$ cat config.mk
export PLATFORM = sky130hd
export DESIGN_NAME = motion_power_control_regs
export DESIGN_NICKNAME = d
export VERILOG_FILES = /design/src/motion_power_control_pkg.sv /design/src/motion_power_control_regs.sv
export VERILOG_INCLUDE_DIRS = /design/src /design/src/src
export SDC_FILE = /design/constraint.sdc
export NUM_CORES = 1
export LEC_CHECK = 0
export ABC_AREA = 0
export BUFFER_PORTS_ARGS = -buffer_cell sky130_fd_sc_hd__clkbuf_2
export CAP_MARGIN = 10
export CORE_AREA = 2 2 89 91
export CTS_CLUSTER_DIAMETER = 80
export CTS_CLUSTER_SIZE = 12
export DETAILED_ROUTE_END_ITERATION = 6
export DIE_AREA = 0 0 91 93
export HOLD_SLACK_MARGIN = 0.05
export PLACE_DENSITY = 0.69
export RECOVER_POWER = 50
export SLEW_MARGIN = 20
export SYNTH_ARGS = -nofsm -noshare
export SYNTH_HDL_FRONTEND = slang
export SYNTH_SLANG_ARGS = --single-unit
$ cat constraint.sdc
create_clock -name sys_clk_in -period 7.9 [get_ports sys_clk_in]
set_clock_uncertainty 0.2 [all_clocks]
set_input_delay 2.37 -clock sys_clk_in [delete_from_list [all_inputs] [get_ports sys_clk_in]]
set_output_delay 2.37 -clock sys_clk_in [all_outputs]
set_load 0.05 [all_outputs]
$ cat src/motion_power_control_params.svh
// constants for the motion / power control register bank
// assumes byte-wide registers on a plain strobe port, 50 MHz system clock
`ifndef MOTION_POWER_CONTROL_PARAMS_SVH
`define MOTION_POWER_CONTROL_PARAMS_SVH

// register offsets
`define MPC_OFS_MOTION_DETECT_CTRL 8'h69
`define MPC_OFS_FIFO_AND_PATH_CTRL 8'h6A
`define MPC_OFS_POWER_CLOCK_CTRL 8'h6B
`define MPC_OFS_AXIS_STANDBY_CTRL 8'h6C

// reset values
`define MPC_RST_MOTION_DETECT_CTRL 8'h00
`define MPC_RST_FIFO_AND_PATH_CTRL 8'h00
`define MPC_RST_POWER_CLOCK_CTRL 8'h01
`define MPC_RST_AXIS_STANDBY_CTRL 8'h00

// writable bit masks, reserved bits stay zero
`define MPC_MASK_MOTION_DETECT_CTRL 8'hC3
`define MPC_MASK_FIFO_AND_PATH_CTRL 8'h45
`define MPC_MASK_POWER_CLOCK_CTRL 8'h7F
`define MPC_MASK_AXIS_STANDBY_CTRL 8'h3F

// motion_detect_ctrl fields
`define MPC_BIT_MOTION_DETECT_ON 7
`define MPC_BIT_MOTION_COMPARE_MODE 6
`define MPC_BIT_OUTPUT_CLAMP 1
`define MPC_BIT_THRESHOLD_COMBINE 0

// fifo_and_path_ctrl fields
`define MPC_BIT_FIFO_ACCESS 6
`define MPC_BIT_FIFO_FLUSH 2
`define MPC_BIT_SENSOR_PATH_CLEAR 0

// power_clock_ctrl fields
`define MPC_BIT_DEVICE_RESET 7
`define MPC_BIT_SLEEP 6
`define MPC_BIT_CYCLE 5
`define MPC_BIT_GYRO_STANDBY 4
`define MPC_BIT_THERMAL_SENSOR_OFF 3
`define MPC_CLK_PICK_MSB 2
`define MPC_CLK_PICK_LSB 0

// axis_standby_ctrl fields: accel x,y,z at 5..3, gyro x,y,z at 2..0
`define MPC_ACCEL_OFF_LSB 3
`define MPC_RATE_OFF_LSB 0

// duty-cycle base period: one divider step in microseconds
`define MPC_CYCLE_BASE_US 1000
`define MPC_CLK_MHZ 50
`define MPC_CYCLE_BASE_CYCLES (`MPC_CYCLE_BASE_US * `MPC_CLK_MHZ)

`endif

$ cat src/motion_power_control_pkg.sv
// types for the motion / power control register bank
// assumes motion_power_control_params.svh for all numeric constants
package motion_power_control_pkg;

  typedef enum logic [2:0]
  {
    PS_ACTIVE,
    PS_SLEEP,
    PS_DOZE,
    PS_SAMPLE,
    PS_STOPPED
  } power_state_t;

  typedef enum logic [1:0]
  {
    CS_OSC,
    CS_PLL,
    CS_STOPPED
  } clock_source_t;

endpackage : motion_power_control_pkg

$ cat src/motion_power_control_regs.sv
// motion / power control register bank: four byte registers and the control they steer
// assumes a single-cycle strobe bus on sys_clk_in and same-clock sensor logic around it;
// only pll_ready_in comes from another domain
`include "motion_power_control_params.svh"
`timescale 1ns/100ps
`default_nettype none

module motion_power_control_regs
  import motion_power_control_pkg::*;
#(
  parameter int unsigned CYCLE_BASE_CYCLES = `MPC_CYCLE_BASE_CYCLES
)
(
  input wire logic sys_clk_in,
  input wire logic reset_n_in,
  input wire logic [7:0] reg_addr_in,
  input wire logic [7:0] reg_wdata_in,
  input wire logic reg_wr_in,
  input wire logic reg_rd_in,
  output logic [7:0] reg_rdata_out,
  input wire logic [7:0] sample_rate_divider_in,
  input wire logic accel_sample_valid_in,
  input wire logic [2:0] accel_over_in,
  input wire logic pll_ready_in,
  output logic wake_on_motion_active_out,
  output logic motion_compare_mode_out,
  output logic output_clamp_off_out,
  output logic wake_on_motion_out,
  output logic fifo_enable_out,
  output logic fifo_flush_out,
  output logic sensor_path_clear_out,
  output logic sleep_out,
  output logic cycle_wake_out,
  output logic accel_sample_out,
  output logic gyro_drive_on_out,
  output logic pll_on_out,
  output logic [2:0] gyro_sense_on_out,
  output logic [2:0] accel_axis_on_out,
  output logic thermal_sensor_on_out,
  output logic clock_use_pll_out,
  output logic clock_stopped_out,
  output logic timing_reset_out
);

  localparam logic [31:0] BASE_LAST = 32'(CYCLE_BASE_CYCLES - 1);

  // register state
  logic [7:0] motion_detect_ctrl_reg;
  logic [7:0] motion_detect_ctrl_next;
  logic [7:0] fifo_and_path_ctrl_reg;
  logic [7:0] fifo_and_path_ctrl_next;
  logic [7:0] power_clock_ctrl_reg;
  logic [7:0] power_clock_ctrl_next;
  logic [7:0] axis_standby_ctrl_reg;
  logic [7:0] axis_standby_ctrl_next;
  logic [7:0] rdata_reg;
  logic [7:0] rdata_next;

  // pll ready synchroniser
  logic pll_meta_reg;
  logic pll_sync_reg;

  // duty-cycle sequencer
  power_state_t state_reg;
  power_state_t state_next;
  logic [31:0] base_cnt_reg;
  logic [31:0] base_cnt_next;
  logic [7:0] step_cnt_reg;
  logic [7:0] step_cnt_next;
  logic cycle_wake_reg;
  logic cycle_wake_next;
  logic accel_sample_reg;
  logic accel_sample_next;

  // motion detection
  logic wom_reg;
  logic wom_next;

  logic wr_motion;
  logic wr_fifo;
  logic wr_power;
  logic wr_standby;
  logic [2:0] accel_on;
  logic [2:0] rate_on;
  logic any_accel_on;
  logic cycling;
  logic [2:0] clk_pick;
  clock_source_t clock_source;

  assign wr_motion = reg_wr_in && (reg_addr_in == `MPC_OFS_MOTION_DETECT_CTRL);
  assign wr_fifo = reg_wr_in && (reg_addr_in == `MPC_OFS_FIFO_AND_PATH_CTRL);
  assign wr_power = reg_wr_in && (reg_addr_in == `MPC_OFS_POWER_CLOCK_CTRL);
  assign wr_standby = reg_wr_in && (reg_addr_in == `MPC_OFS_AXIS_STANDBY_CTRL);

  // ---------------------------------------------------------------- registers
  always_comb
  begin
    motion_detect_ctrl_next = motion_detect_ctrl_reg;
    fifo_and_path_ctrl_next = fifo_and_path_ctrl_reg;
    power_clock_ctrl_next = power_clock_ctrl_reg;
    axis_standby_ctrl_next = axis_standby_ctrl_reg;
    // flush and path clear are one-cycle strobes held in the register
    fifo_and_path_ctrl_next[`MPC_BIT_FIFO_FLUSH] = 1'b0;
    fifo_and_path_ctrl_next[`MPC_BIT_SENSOR_PATH_CLEAR] = 1'b0;
    if (power_clock_ctrl_reg[`MPC_BIT_DEVICE_RESET])
    begin
      // a pending device reset beats any write in the same cycle
      motion_detect_ctrl_next = `MPC_RST_MOTION_DETECT_CTRL;
      fifo_and_path_ctrl_next = `MPC_RST_FIFO_AND_PATH_CTRL;
      power_clock_ctrl_next = `MPC_RST_POWER_CLOCK_CTRL;
      axis_standby_ctrl_next = `MPC_RST_AXIS_STANDBY_CTRL;
    end
    else if (wr_motion)
      motion_detect_ctrl_next = reg_wdata_in & `MPC_MASK_MOTION_DETECT_CTRL;
    else if (wr_fifo)
      fifo_and_path_ctrl_next = reg_wdata_in & `MPC_MASK_FIFO_AND_PATH_CTRL;
    else if (wr_power)
    begin
      power_clock_ctrl_next = reg_wdata_in & `MPC_MASK_POWER_CLOCK_CTRL;
      power_clock_ctrl_next[`MPC_BIT_DEVICE_RESET] = reg_wdata_in[`MPC_BIT_DEVICE_RESET];
    end
    else if (wr_standby)
      axis_standby_ctrl_next = reg_wdata_in & `MPC_MASK_AXIS_STANDBY_CTRL;
  end

  always_ff @(posedge sys_clk_in)
  begin
    if (!reset_n_in)
    begin
      motion_detect_ctrl_reg <= `MPC_RST_MOTION_DETECT_CTRL;
      fifo_and_path_ctrl_reg <= `MPC_RST_FIFO_AND_PATH_CTRL;
      power_clock_ctrl_reg <= `MPC_RST_POWER_CLOCK_CTRL;
      axis_standby_ctrl_reg <= `MPC_RST_AXIS_STANDBY_CTRL;
    end
    else
    begin
      motion_detect_ctrl_reg <= motion_detect_ctrl_next;
      fifo_and_path_ctrl_reg <= fifo_and_path_ctrl_next;
      power_clock_ctrl_reg <= power_clock_ctrl_next;
      axis_standby_ctrl_reg <= axis_standby_ctrl_next;
    end
  end

  // ---------------------------------------------------------------- read port
  always_comb
  begin
    rdata_next = 8'h00;
    // reset bit of the power register shows one only while the reset is still pending
    if (reg_rd_in && (reg_addr_in == `MPC_OFS_MOTION_DETECT_CTRL))
      rdata_next = motion_detect_ctrl_reg;
    else if (reg_rd_in && (reg_addr_in == `MPC_OFS_FIFO_AND_PATH_CTRL))
      rdata_next = fifo_and_path_ctrl_reg;
    else if (reg_rd_in && (reg_addr_in == `MPC_OFS_POWER_CLOCK_CTRL))
      rdata_next = power_clock_ctrl_reg;
    else if (reg_rd_in && (reg_addr_in == `MPC_OFS_AXIS_STANDBY_CTRL))
      rdata_next = axis_standby_ctrl_reg;
  end

  always_ff @(posedge sys_clk_in)
  begin
    if (!reset_n_in)
      rdata_reg <= 8'h00;
    else
      rdata_reg <= rdata_next;
  end

  assign reg_rdata_out = rdata_reg;

  // ---------------------------------------------------------------- pll ready sync
  always_ff @(posedge sys_clk_in)
  begin
    if (!reset_n_in)
    begin
      pll_meta_reg <= 1'b0;
      pll_sync_reg <= 1'b0;
    end
    else
    begin
      pll_meta_reg <= pll_ready_in;
      pll_sync_reg <= pll_meta_reg;
    end
  end

  // ---------------------------------------------------------------- per-axis enables
  genvar axis;
  generate
    for (axis = 0; axis < 3; axis++)
    begin : g_axis
      // bit order: x at the highest position of each triple
      assign accel_on[axis] = ~axis_standby_ctrl_reg[`MPC_ACCEL_OFF_LSB + 2 - axis];
      assign rate_on[axis] = ~axis_standby_ctrl_reg[`MPC_RATE_OFF_LSB + 2 - axis];
    end
  endgenerate

  assign any_accel_on = |accel_on;

  // ---------------------------------------------------------------- clock source
  assign clk_pick = power_clock_ctrl_reg[`MPC_CLK_PICK_MSB:`MPC_CLK_PICK_LSB];

  always_comb
  begin
    case (clk_pick)
      3'h0, 3'h6: clock_source = CS_OSC;
      3'h7: clock_source = CS_STOPPED;
      default: clock_source = pll_sync_reg ? CS_PLL : CS_OSC;
    endcase
  end

  assign clock_use_pll_out = (clock_source == CS_PLL);
  assign clock_stopped_out = (clock_source == CS_STOPPED);
  assign timing_reset_out = (clock_source == CS_STOPPED);

  // ---------------------------------------------------------------- duty-cycle sequencer
  assign cycling = power_clock_ctrl_reg[`MPC_BIT_CYCLE]
                   && !power_clock_ctrl_reg[`MPC_BIT_SLEEP]
                   && !power_clock_ctrl_reg[`MPC_BIT_GYRO_STANDBY];

  always_comb
  begin
    state_next = state_reg;
    base_cnt_next = base_cnt_reg;
    step_cnt_next = step_cnt_reg;
    cycle_wake_next = 1'b0;
    accel_sample_next = 1'b0;
    case (state_reg)
      PS_ACTIVE:
      begin
        base_cnt_next = 32'h0;
        step_cnt_next = 8'h00;
        if (clock_source == CS_STOPPED)
          state_next = PS_STOPPED;
        else if (power_clock_ctrl_reg[`MPC_BIT_SLEEP])
          state_next = PS_SLEEP;
        else if (cycling)
          state_next = PS_DOZE;
      end
      PS_SLEEP:
      begin
        if (!power_clock_ctrl_reg[`MPC_BIT_SLEEP])
          state_next = PS_ACTIVE;
      end
      PS_DOZE:
      begin
        // wake period is (divider + 1) base periods in doze plus one cycle in the sample state
        if (!cycling || (clock_source == CS_STOPPED))
          state_next = PS_ACTIVE;
        else if (base_cnt_reg >= BASE_LAST)
        begin
          base_cnt_next = 32'h0;
          if (step_cnt_reg >= sample_rate_divider_in)
          begin
            step_cnt_next = 8'h00;
            state_next = PS_SAMPLE;
          end
          else
          begin
            step_cnt_next = step_cnt_reg + 8'h01;
          end
        end
        else
        begin
          base_cnt_next = base_cnt_reg + 32'h1;
        end
      end
      PS_SAMPLE:
      begin
        cycle_wake_next = 1'b1;
        accel_sample_next = any_accel_on;
        state_next = PS_DOZE;
      end
      PS_STOPPED:
      begin
        if (clock_source != CS_STOPPED)
          state_next = PS_ACTIVE;
      end
      default:
      begin
        state_next = PS_ACTIVE;
      end
    endcase
  end

  always_ff @(posedge sys_clk_in)
  begin
    if (!reset_n_in)
    begin
      state_reg <= PS_ACTIVE;
      base_cnt_reg <= 32'h0;
      step_cnt_reg <= 8'h00;
      cycle_wake_reg <= 1'b0;
      accel_sample_reg <= 1'b0;
    end
    else
    begin
      state_reg <= state_next;
      base_cnt_reg <= base_cnt_next;
      step_cnt_reg <= step_cnt_next;
      cycle_wake_reg <= cycle_wake_next;
      accel_sample_reg <= accel_sample_next;
    end
  end

  // ---------------------------------------------------------------- wake on motion
  always_comb
  begin
    wom_next = 1'b0;
    // only axes that are switched on take part; both vectors carry x in bit 2, z in bit 0
    if (motion_detect_ctrl_reg[`MPC_BIT_MOTION_DETECT_ON] && accel_sample_valid_in && any_accel_on)
    begin
      if (motion_detect_ctrl_reg[`MPC_BIT_THRESHOLD_COMBINE])
        wom_next = &(accel_over_in | ~accel_axis_on_out);
      else
        wom_next = |(accel_over_in & accel_axis_on_out);
    end
  end

  always_ff @(posedge sys_clk_in)
  begin
    if (!reset_n_in)
      wom_reg <= 1'b0;
    else
      wom_reg <= wom_next;
  end

  // ---------------------------------------------------------------- outputs
  assign wake_on_motion_active_out = motion_detect_ctrl_reg[`MPC_BIT_MOTION_DETECT_ON];
  assign motion_compare_mode_out = motion_detect_ctrl_reg[`MPC_BIT_MOTION_COMPARE_MODE];
  assign output_clamp_off_out = motion_detect_ctrl_reg[`MPC_BIT_OUTPUT_CLAMP];
  assign wake_on_motion_out = wom_reg;
  assign fifo_enable_out = fifo_and_path_ctrl_reg[`MPC_BIT_FIFO_ACCESS];
  assign fifo_flush_out = fifo_and_path_ctrl_reg[`MPC_BIT_FIFO_FLUSH];
  assign sensor_path_clear_out = fifo_and_path_ctrl_reg[`MPC_BIT_SENSOR_PATH_CLEAR];
  assign sleep_out = (state_reg == PS_SLEEP) || (state_reg == PS_DOZE);
  assign cycle_wake_out = cycle_wake_reg;
  assign accel_sample_out = accel_sample_reg;
  // gyro drive and pll stay up in gyro standby so the gyros restart quickly
  assign gyro_drive_on_out = (state_reg == PS_ACTIVE);
  assign pll_on_out = (state_reg == PS_ACTIVE);
  assign gyro_sense_on_out = (gyro_drive_on_out && !power_clock_ctrl_reg[`MPC_BIT_GYRO_STANDBY])
                             ? {rate_on[0], rate_on[1], rate_on[2]} : 3'h0;
  assign accel_axis_on_out = {accel_on[0], accel_on[1], accel_on[2]};
  assign thermal_sensor_on_out = !power_clock_ctrl_reg[`MPC_BIT_THERMAL_SENSOR_OFF]
                                 && (state_reg == PS_ACTIVE);

endmodule : motion_power_control_regs

`default_nettype wire

==> results of run 1 <==
Yosys cell counts (2+ instances only):
cell type / n / area share, %
or4b_1: 4 / 1.1
nand2b_1: 5 / 0.87
o211ai_1: 3 / 0.63
o31ai_1: 3 / 0.63
a31oi_1: 7 / 1.2
mux2_2: 3 / 0.94
buf_4: 2 / 0.42
dfxtp_1: 77 / 43
nor2b_1: 3 / 0.52
nand3_1: 12 / 1.7
and2_1: 7 / 1.2
o21ai_0: 11 / 1.5
or2_2: 2 / 0.35
buf_2: 2 / 0.28
nand4_1: 13 / 2.3
xnor2_1: 8 / 1.9
nor3b_1: 2 / 0.42
nor2_1: 60 / 6.3
mux2i_1: 12 / 3.3
nor3_1: 12 / 1.7
a21oi_1: 12 / 1.7
nor4_1: 11 / 1.9
a211oi_1: 2 / 0.42
a21boi_1: 5 / 1.0
and3_1: 12 / 2.1
nand2_1: 37 / 3.9
ha_1: 10 / 3.5
and4_1: 2 / 0.49
a211o_1: 2 / 0.49
clkbuf_1: 14 / 1.5
o21ai_1: 7 / 0.97
inv_1: 16 / 1.7
a22oi_1: 5 / 1.0
xor2_1: 16 / 3.9
per-stage QoR:
step	hold WS, ns	util (%)	total power [W]
floorplan	0.212	-	0.000411
global placement	0.230	52.7	0.000422
detailed placement	0.230	52.7	0.000423
CTS	0.253	55.0	0.000681
global route	0.261	54.8	0.000706
finish	0.246	54.8	0.000677
cell type report:
type | count | area (sq um) | area share, %
Clock buffer | 11 | 131 | 3.18
Clock inverter | 5 | 37.5 | 0.910
Inverter | 17 | 63.8 | 1.55
Multi-Input combinational cell | 308 | 1920 | 46.5
Sequential cell | 77 | 1540 | 37.4
Tap cell | 102 | 128 | 3.09
Timing Repair Buffer | 63 | 307 | 7.43
layout by cell type, fill, tap and decap left out, drive strengths merged, types with 2 or more instances in the layout:
master	synthesis	final
ha	10	10
xnor2	8	8
or4	2	2
dfxtp	77	77
o211ai	3	3
clkbuf	14	73
nor2	60	60
or4b	4	4
a211oi	2	2
nor3b	2	2
a21boi	6	6
and4	2	2
a211o	3	3
nand2	37	37
nor2b	3	3
nor4	11	11
mux2	3	3
a21oi	12	12
nand4	13	13
inv	17	17
a22oi	5	5
clkinv	0	3
o31ai	3	3
nand3	12	12
nand2b	5	5
nor3	12	12
and3	12	12
o21ai	19	19
or2	2	2
a31oi	7	7
mux2i	12	12
and2	8	8
xor2	16	16
clkinvlp	0	2
worst paths after layout:
| path | from | endpoint | slack [ns] | cells past startpoint |
|---|---|---|---|---|
| min reg2reg | pll_meta_reg | pll_sync_reg | 0.25 | 1 |
| max reg2reg | base_cnt_reg[10] | step_cnt_reg[0] | 4.65 | 5 |
| max | state_reg[1] | gyro_sense_on_out[2] | 3.53 | 4 |
| min | pll_meta_reg | pll_sync_reg | 0.25 | 1 |
power breakdown:
part	internal (W)	total, W	switching [W]
registers	0.000388	0.000389	0.000000257
clock network	0.000115	0.000263	0.000148
logic	0.0000106	0.0000248	0.0000142
total	0.000514	0.000677	0.000163
critical path, stage by stage (launching register included):
cell	delay, ns
dfxtp_1	0.40
nor3_1	0.43
nand2b_1	0.19
nor2_1	0.14
clkbuf_2	0.29
routing by layer:
layer	global-route usage, %	wire length [microns]	vias to the layer above	part of all wire [%]
li1	-	-	1603	-
met1	24.8	3650	1443	47
met2	32.3	3650	71	47
met3	4.03	322	14	4.1
met4	8.96	157	0	2.0
met5	0	0	-	0
kinds of logic (layout without fill, tap and decap cells):
family / Yosys count / after routing
AOI/OAI and AO/OA: 71 / 71
DFF: 77 / 77
and+or+nand+nor: 188 / 188
muxes: 15 / 15
xor gates and xnor gates: 24 / 24
adders and majority gates: 10 / 10
buffers and inverters: 35 / 96
==> impl_metrics.ini, run 1 <==
[place]
port_buffers = 62
globalplace.congestion = 0.854
dp_hpwl_microns = 5720
dpl.cell_count = 567
place_area_sq_um = 3970
pre_cts_ws_ns = 3.36

[grt]
grt_pass1_wl_microns = 13500
overflow = 0
antenna_found_initial = 0
grt_max_degree = 34
grtUsageTotal_pct = 19.6
grt_pass1_vias = 2996

[sta]
setup_slack_ns = 3.53
min_period_over_period_pct = 55.3
tns_ns = 0
maxSlewViolCount = 0
fin_crit_ns = 4.37
hold_viol_final = 0
tightest_slew_ns = 1.09
relSlewSlack_pct = 27.2
fmax_mhz = 229
rsz0062_at_grt = false
finalSetupViolCount = 0

[cells_and_area]
nets = 519
insertedDiodeCount = 0
final_area_sq_um = 4130
fillCellCount = 745
drive_gt1_share_pct = 16.6
area_growth_pct = 14.8
largest_reg_flops = 32
stdcell_count = 583

[yosys]
synth.avg_cell_area_sq_um = 8.56
synth-async-reset-ratio_pct = 0
syn_nets = 463
synth_top_family_by_area = simple AND/OR/NAND/NOR gates
synth_edf_count = 0
yosysWarnings = 0
synthMuxAreaShare_pct = 4.28
synthSimpleGateAreaFrac_pct = 26.1
synth_area_sq_um = 3590
ys_types = 55
ys.flop_type = dfxtp_1
ys_seq_elements = 77
seq_area_frac_synth_pct = 42.9
synthXorXnorAreaFrac_pct = 5.85
synth_adder_area_share_pct = 3.48
synth_compound_area_share_pct = 13.5
syn_inst = 420

[pwr]
ir_drop_mv = 0.0784
powerDensity_nw_per_um2 = 164
p_leak_nw = 1.59

[cts]
cts_hold_buf = 0
cts_setup_buffers = 0
cts_tree = yes
cts.clk_slew.worst_paths_ns = 0.08
cts-root-buf = clkbuf_8
cts_resized = 0
cts-htree-levels = 3
clk_latency_ns = 0.35
clockBufferDepth = 2
cts_sinks = 77
cts_buffers = 9

[floorplanning]
core_area_sq_um = 7530
ios = 63
die_w_microns = 91
die_height_microns = 93
initial_core_util_pct = 47.7
die_area_sq_um = 8460
num_rows = 32

[critical_path]
arrival_ns = 1.80
path_max_fanout = 8
end_kind = output pin
crit_type = flop to output pin
cp.required_ns = 5.33
cp-start-kind = flop

[status]
status = finished, final reports clean

[drt]
initialDrtViolationCount = 138
num_vias = 3131
firstDrtPassIters = 5
wl_per_cell_microns = 13.3
finalWirelength_microns = 7780
viasPerCell = 5.37
drc = 0
ant_nets = 0

[flow_run]
maxCapViolCount = 0

[worst_hold_path]
holdCritPathClass = flop to flop
Note: power is estimated with default switching activity, not from simulation.
==> run 2: changes to the inputs <==
ABC_AREA = 1   (was 0)
CORE_AREA = 2 2 91 93   (was 2 2 89 91)
DIE_AREA = 0 0 93 95   (was 0 0 91 93)
clock period = 4.4 ns   (was 7.9 ns; I/O delays follow)
==> impl_metrics.ini, run 2 <==
[sta]
hold_viol_final = 0
fin_crit_ns = 3.17
maxSlewViolCount = 0
finalSetupViolCount = 0
tns_ns = 0
setup_slack_ns = 1.23
tightest_slew_ns = 0.996
min_period_over_period_pct = 72.0
rsz0062_at_grt = false
relSlewSlack_pct = 33.6
fmax_mhz = 316

[grt]
grt_pass1_wl_microns = 13500
grt_pass1_vias = 3135
met1_usage_pct = 22.7
overflow = 0
grt_max_degree = 28
grtUsageTotal_pct = 19.4
met3_usage_pct = 4.71
antenna_found_initial = 0
grt-busiest-layer = met2
gr-usage-met2_pct = 33.8

[yosys]
synth_top_cell_by_area = dfxtp_1
synth_area_sq_um = 3750
synth.most_common_cell = nand2_1
ys_types = 42
synth_edf_count = 0
yosys-top-cells-area = dfxtp_1 41%, nand2_1 10%, inv_1 8.8%
synth_compound_area_share_pct = 10.0
syn_nets = 564
synth_top_family_by_area = simple AND/OR/NAND/NOR gates
synth_top_cell_area_share_pct = 41.1
synthSimpleGateAreaFrac_pct = 32.5
synth_adder_area_share_pct = 3.34
seq_area_frac_synth_pct = 41.1
yosysWarnings = 0
synthMuxAreaShare_pct = 0
ys.flop_type = dfxtp_1
synth.avg_cell_area_sq_um = 7.20
synthTopCellsByCount = 102 x nand2_1, 88 x inv_1, 77 x dfxtp_1, 64 x nor2_1, 30 x nor3_1
syn_inst = 521
ys_seq_elements = 77
synthXorXnorAreaFrac_pct = 1.87
synth-async-reset-ratio_pct = 0

[floorplanning]
initial_core_util_pct = 47.3
core_area_sq_um = 7930
die_height_microns = 95
ios = 63
die_w_microns = 93
die_area_sq_um = 8840
num_rows = 33

[critical_path]
crit_type = flop to output pin
arrival_ns = 1.65
r2r_cells = 12
cp-start-kind = flop
end_kind = output pin
cp.required_ns = 2.88
path_max_fanout = 7

[cells_and_area]
regArea_sq_um = 1540
largest_reg_flops = 32
stdcell_count = 696
area_growth_pct = 15.1
insertedDiodeCount = 0
multiInputGateArea_sq_um = 1780
final_cell_mix = 103 x nand2_1, 88 x inv_1, 77 x dfxtp_1, 64 x nor2_1, 60 x clkbuf_2
fillCellCount = 814
nets = 629
drive_gt1_share_pct = 17.4
layout_commonest_cell = nand2_1

[worst_hold_path]
worstHoldPathCells = 2
holdCritPathClass = flop to flop

[drt]
num_vias = 3388
wl_per_cell_microns = 11.6
finalWirelength_microns = 8080
drc = 0
viasPerCell = 4.87
initialDrtViolationCount = 104
firstDrtPassIters = 4
ant_nets = 0

[cts]
clk_latency_ns = 0.35
cts_setup_buffers = 0
cts_sinks = 77
clockBufferDepth = 2
cts_resized = 0
cts_tree = yes
cts.clk_slew.worst_paths_ns = 0.07
cts_buffers = 9
cts-htree-levels = 3
cts_hold_buf = 0
cts-root-buf = clkbuf_8

[place]
dp_hpwl_microns = 6150
pre_cts_ws_ns = 1.32
port_buffers = 62
dpl.cell_count = 680
globalplace.congestion = 0.876

[flow_run]
maxCapViolCount = 0

[status]
status = finished, final reports clean

[pwr]
ir_drop_mv = 0.221
powerDensity_nw_per_um2 = 427
p_leak_nw = 2.00
run 2: cell types whose count changed after synthesis, sizes merged, moves of 8 or more:
cell	previous run	this run
nor3	12	31
and3	12	0
nand3	12	31
mux2i	12	0
inv	17	91
nand2	37	107
nor4	11	2
xor2	16	3
a21oi	12	29
clkbuf	14	5
nor2	60	78
nand4	13	4
and2	8	0
run 2: per-stage QoR:
step	power (W)	util [%]	instance area (sq um)	hold slack, ns
2_1_floorplan	0.00124	-	3750	0.190
3_3_place_gp	0.00134	52.3	4150	0.209
3_5_place_dp	0.00135	52.3	4150	0.223
4_1_cts	0.00187	54.8	4340	0.234
5_1_grt	0.00195	54.5	4320	0.248
6_report	0.00184	54.5	4320	0.230
run 2: path summary, 6_finish.rpt:
| check | from | slack, ns | endpoint |
|---|---|---|---|
| min | base_cnt_reg[24] | 0.23 | base_cnt_reg[24] |
| min reg2reg | base_cnt_reg[24] | 0.23 | base_cnt_reg[24] |
| max | state_reg[0] | 1.23 | gyro_sense_on_out[2] |
| max reg2reg | base_cnt_reg[0] | 2.02 | step_cnt_reg[4] |
run 2: area by class of cell:
cell class                      count  area share [%]
Clock buffer                       11            3.27
Inverter                           91            8.14
Sequential cell                    77            35.7
Multi-Input combinational cell    342            41.2
Timing Repair Buffer               65            7.47
Clock inverter                      5            1.16
Tap cell                          105            3.04
run 2: per-layer routing:
layer / vias up / wire length [microns] / share of wire (%)
li1: 1784 / - / -
met1: 1523 / 3630 / 45
met2: 64 / 3970 / 49
met3: 17 / 287 / 3.6
met4: 0 / 193 / 2.4
met5: - / 0 / 0
run 2: logic make-up (layout without fill, tap and decap cells):
family | Yosys count | after routing
and+or+nand+nor | 259 | 259
DFF | 77 | 77
xor gates and xnor gates | 8 | 8
buffers and inverters | 102 | 172
adders and majority gates | 10 | 10
AOI/OAI and AO/OA | 65 | 65
run 2: critical path: stages (launching register included):
cell and delay (ns):
dfxtp_1 0.39, nor2_4 0.19, nand2_4 0.08, inv_4 0.13, nand2_1 0.13, nor2_1 0.11
clkbuf_2 0.28
run 2: power by group:
group | internal, W | switching (W) | leakage (nW)
clock | 0.000274 | 0.000244 | 0.103
sequential | 0.000723 | 0.0000282 | 0.621
combinational | 0.000152 | 0.000421 | 1.27
total | 0.00115 | 0.000694 | 2.00
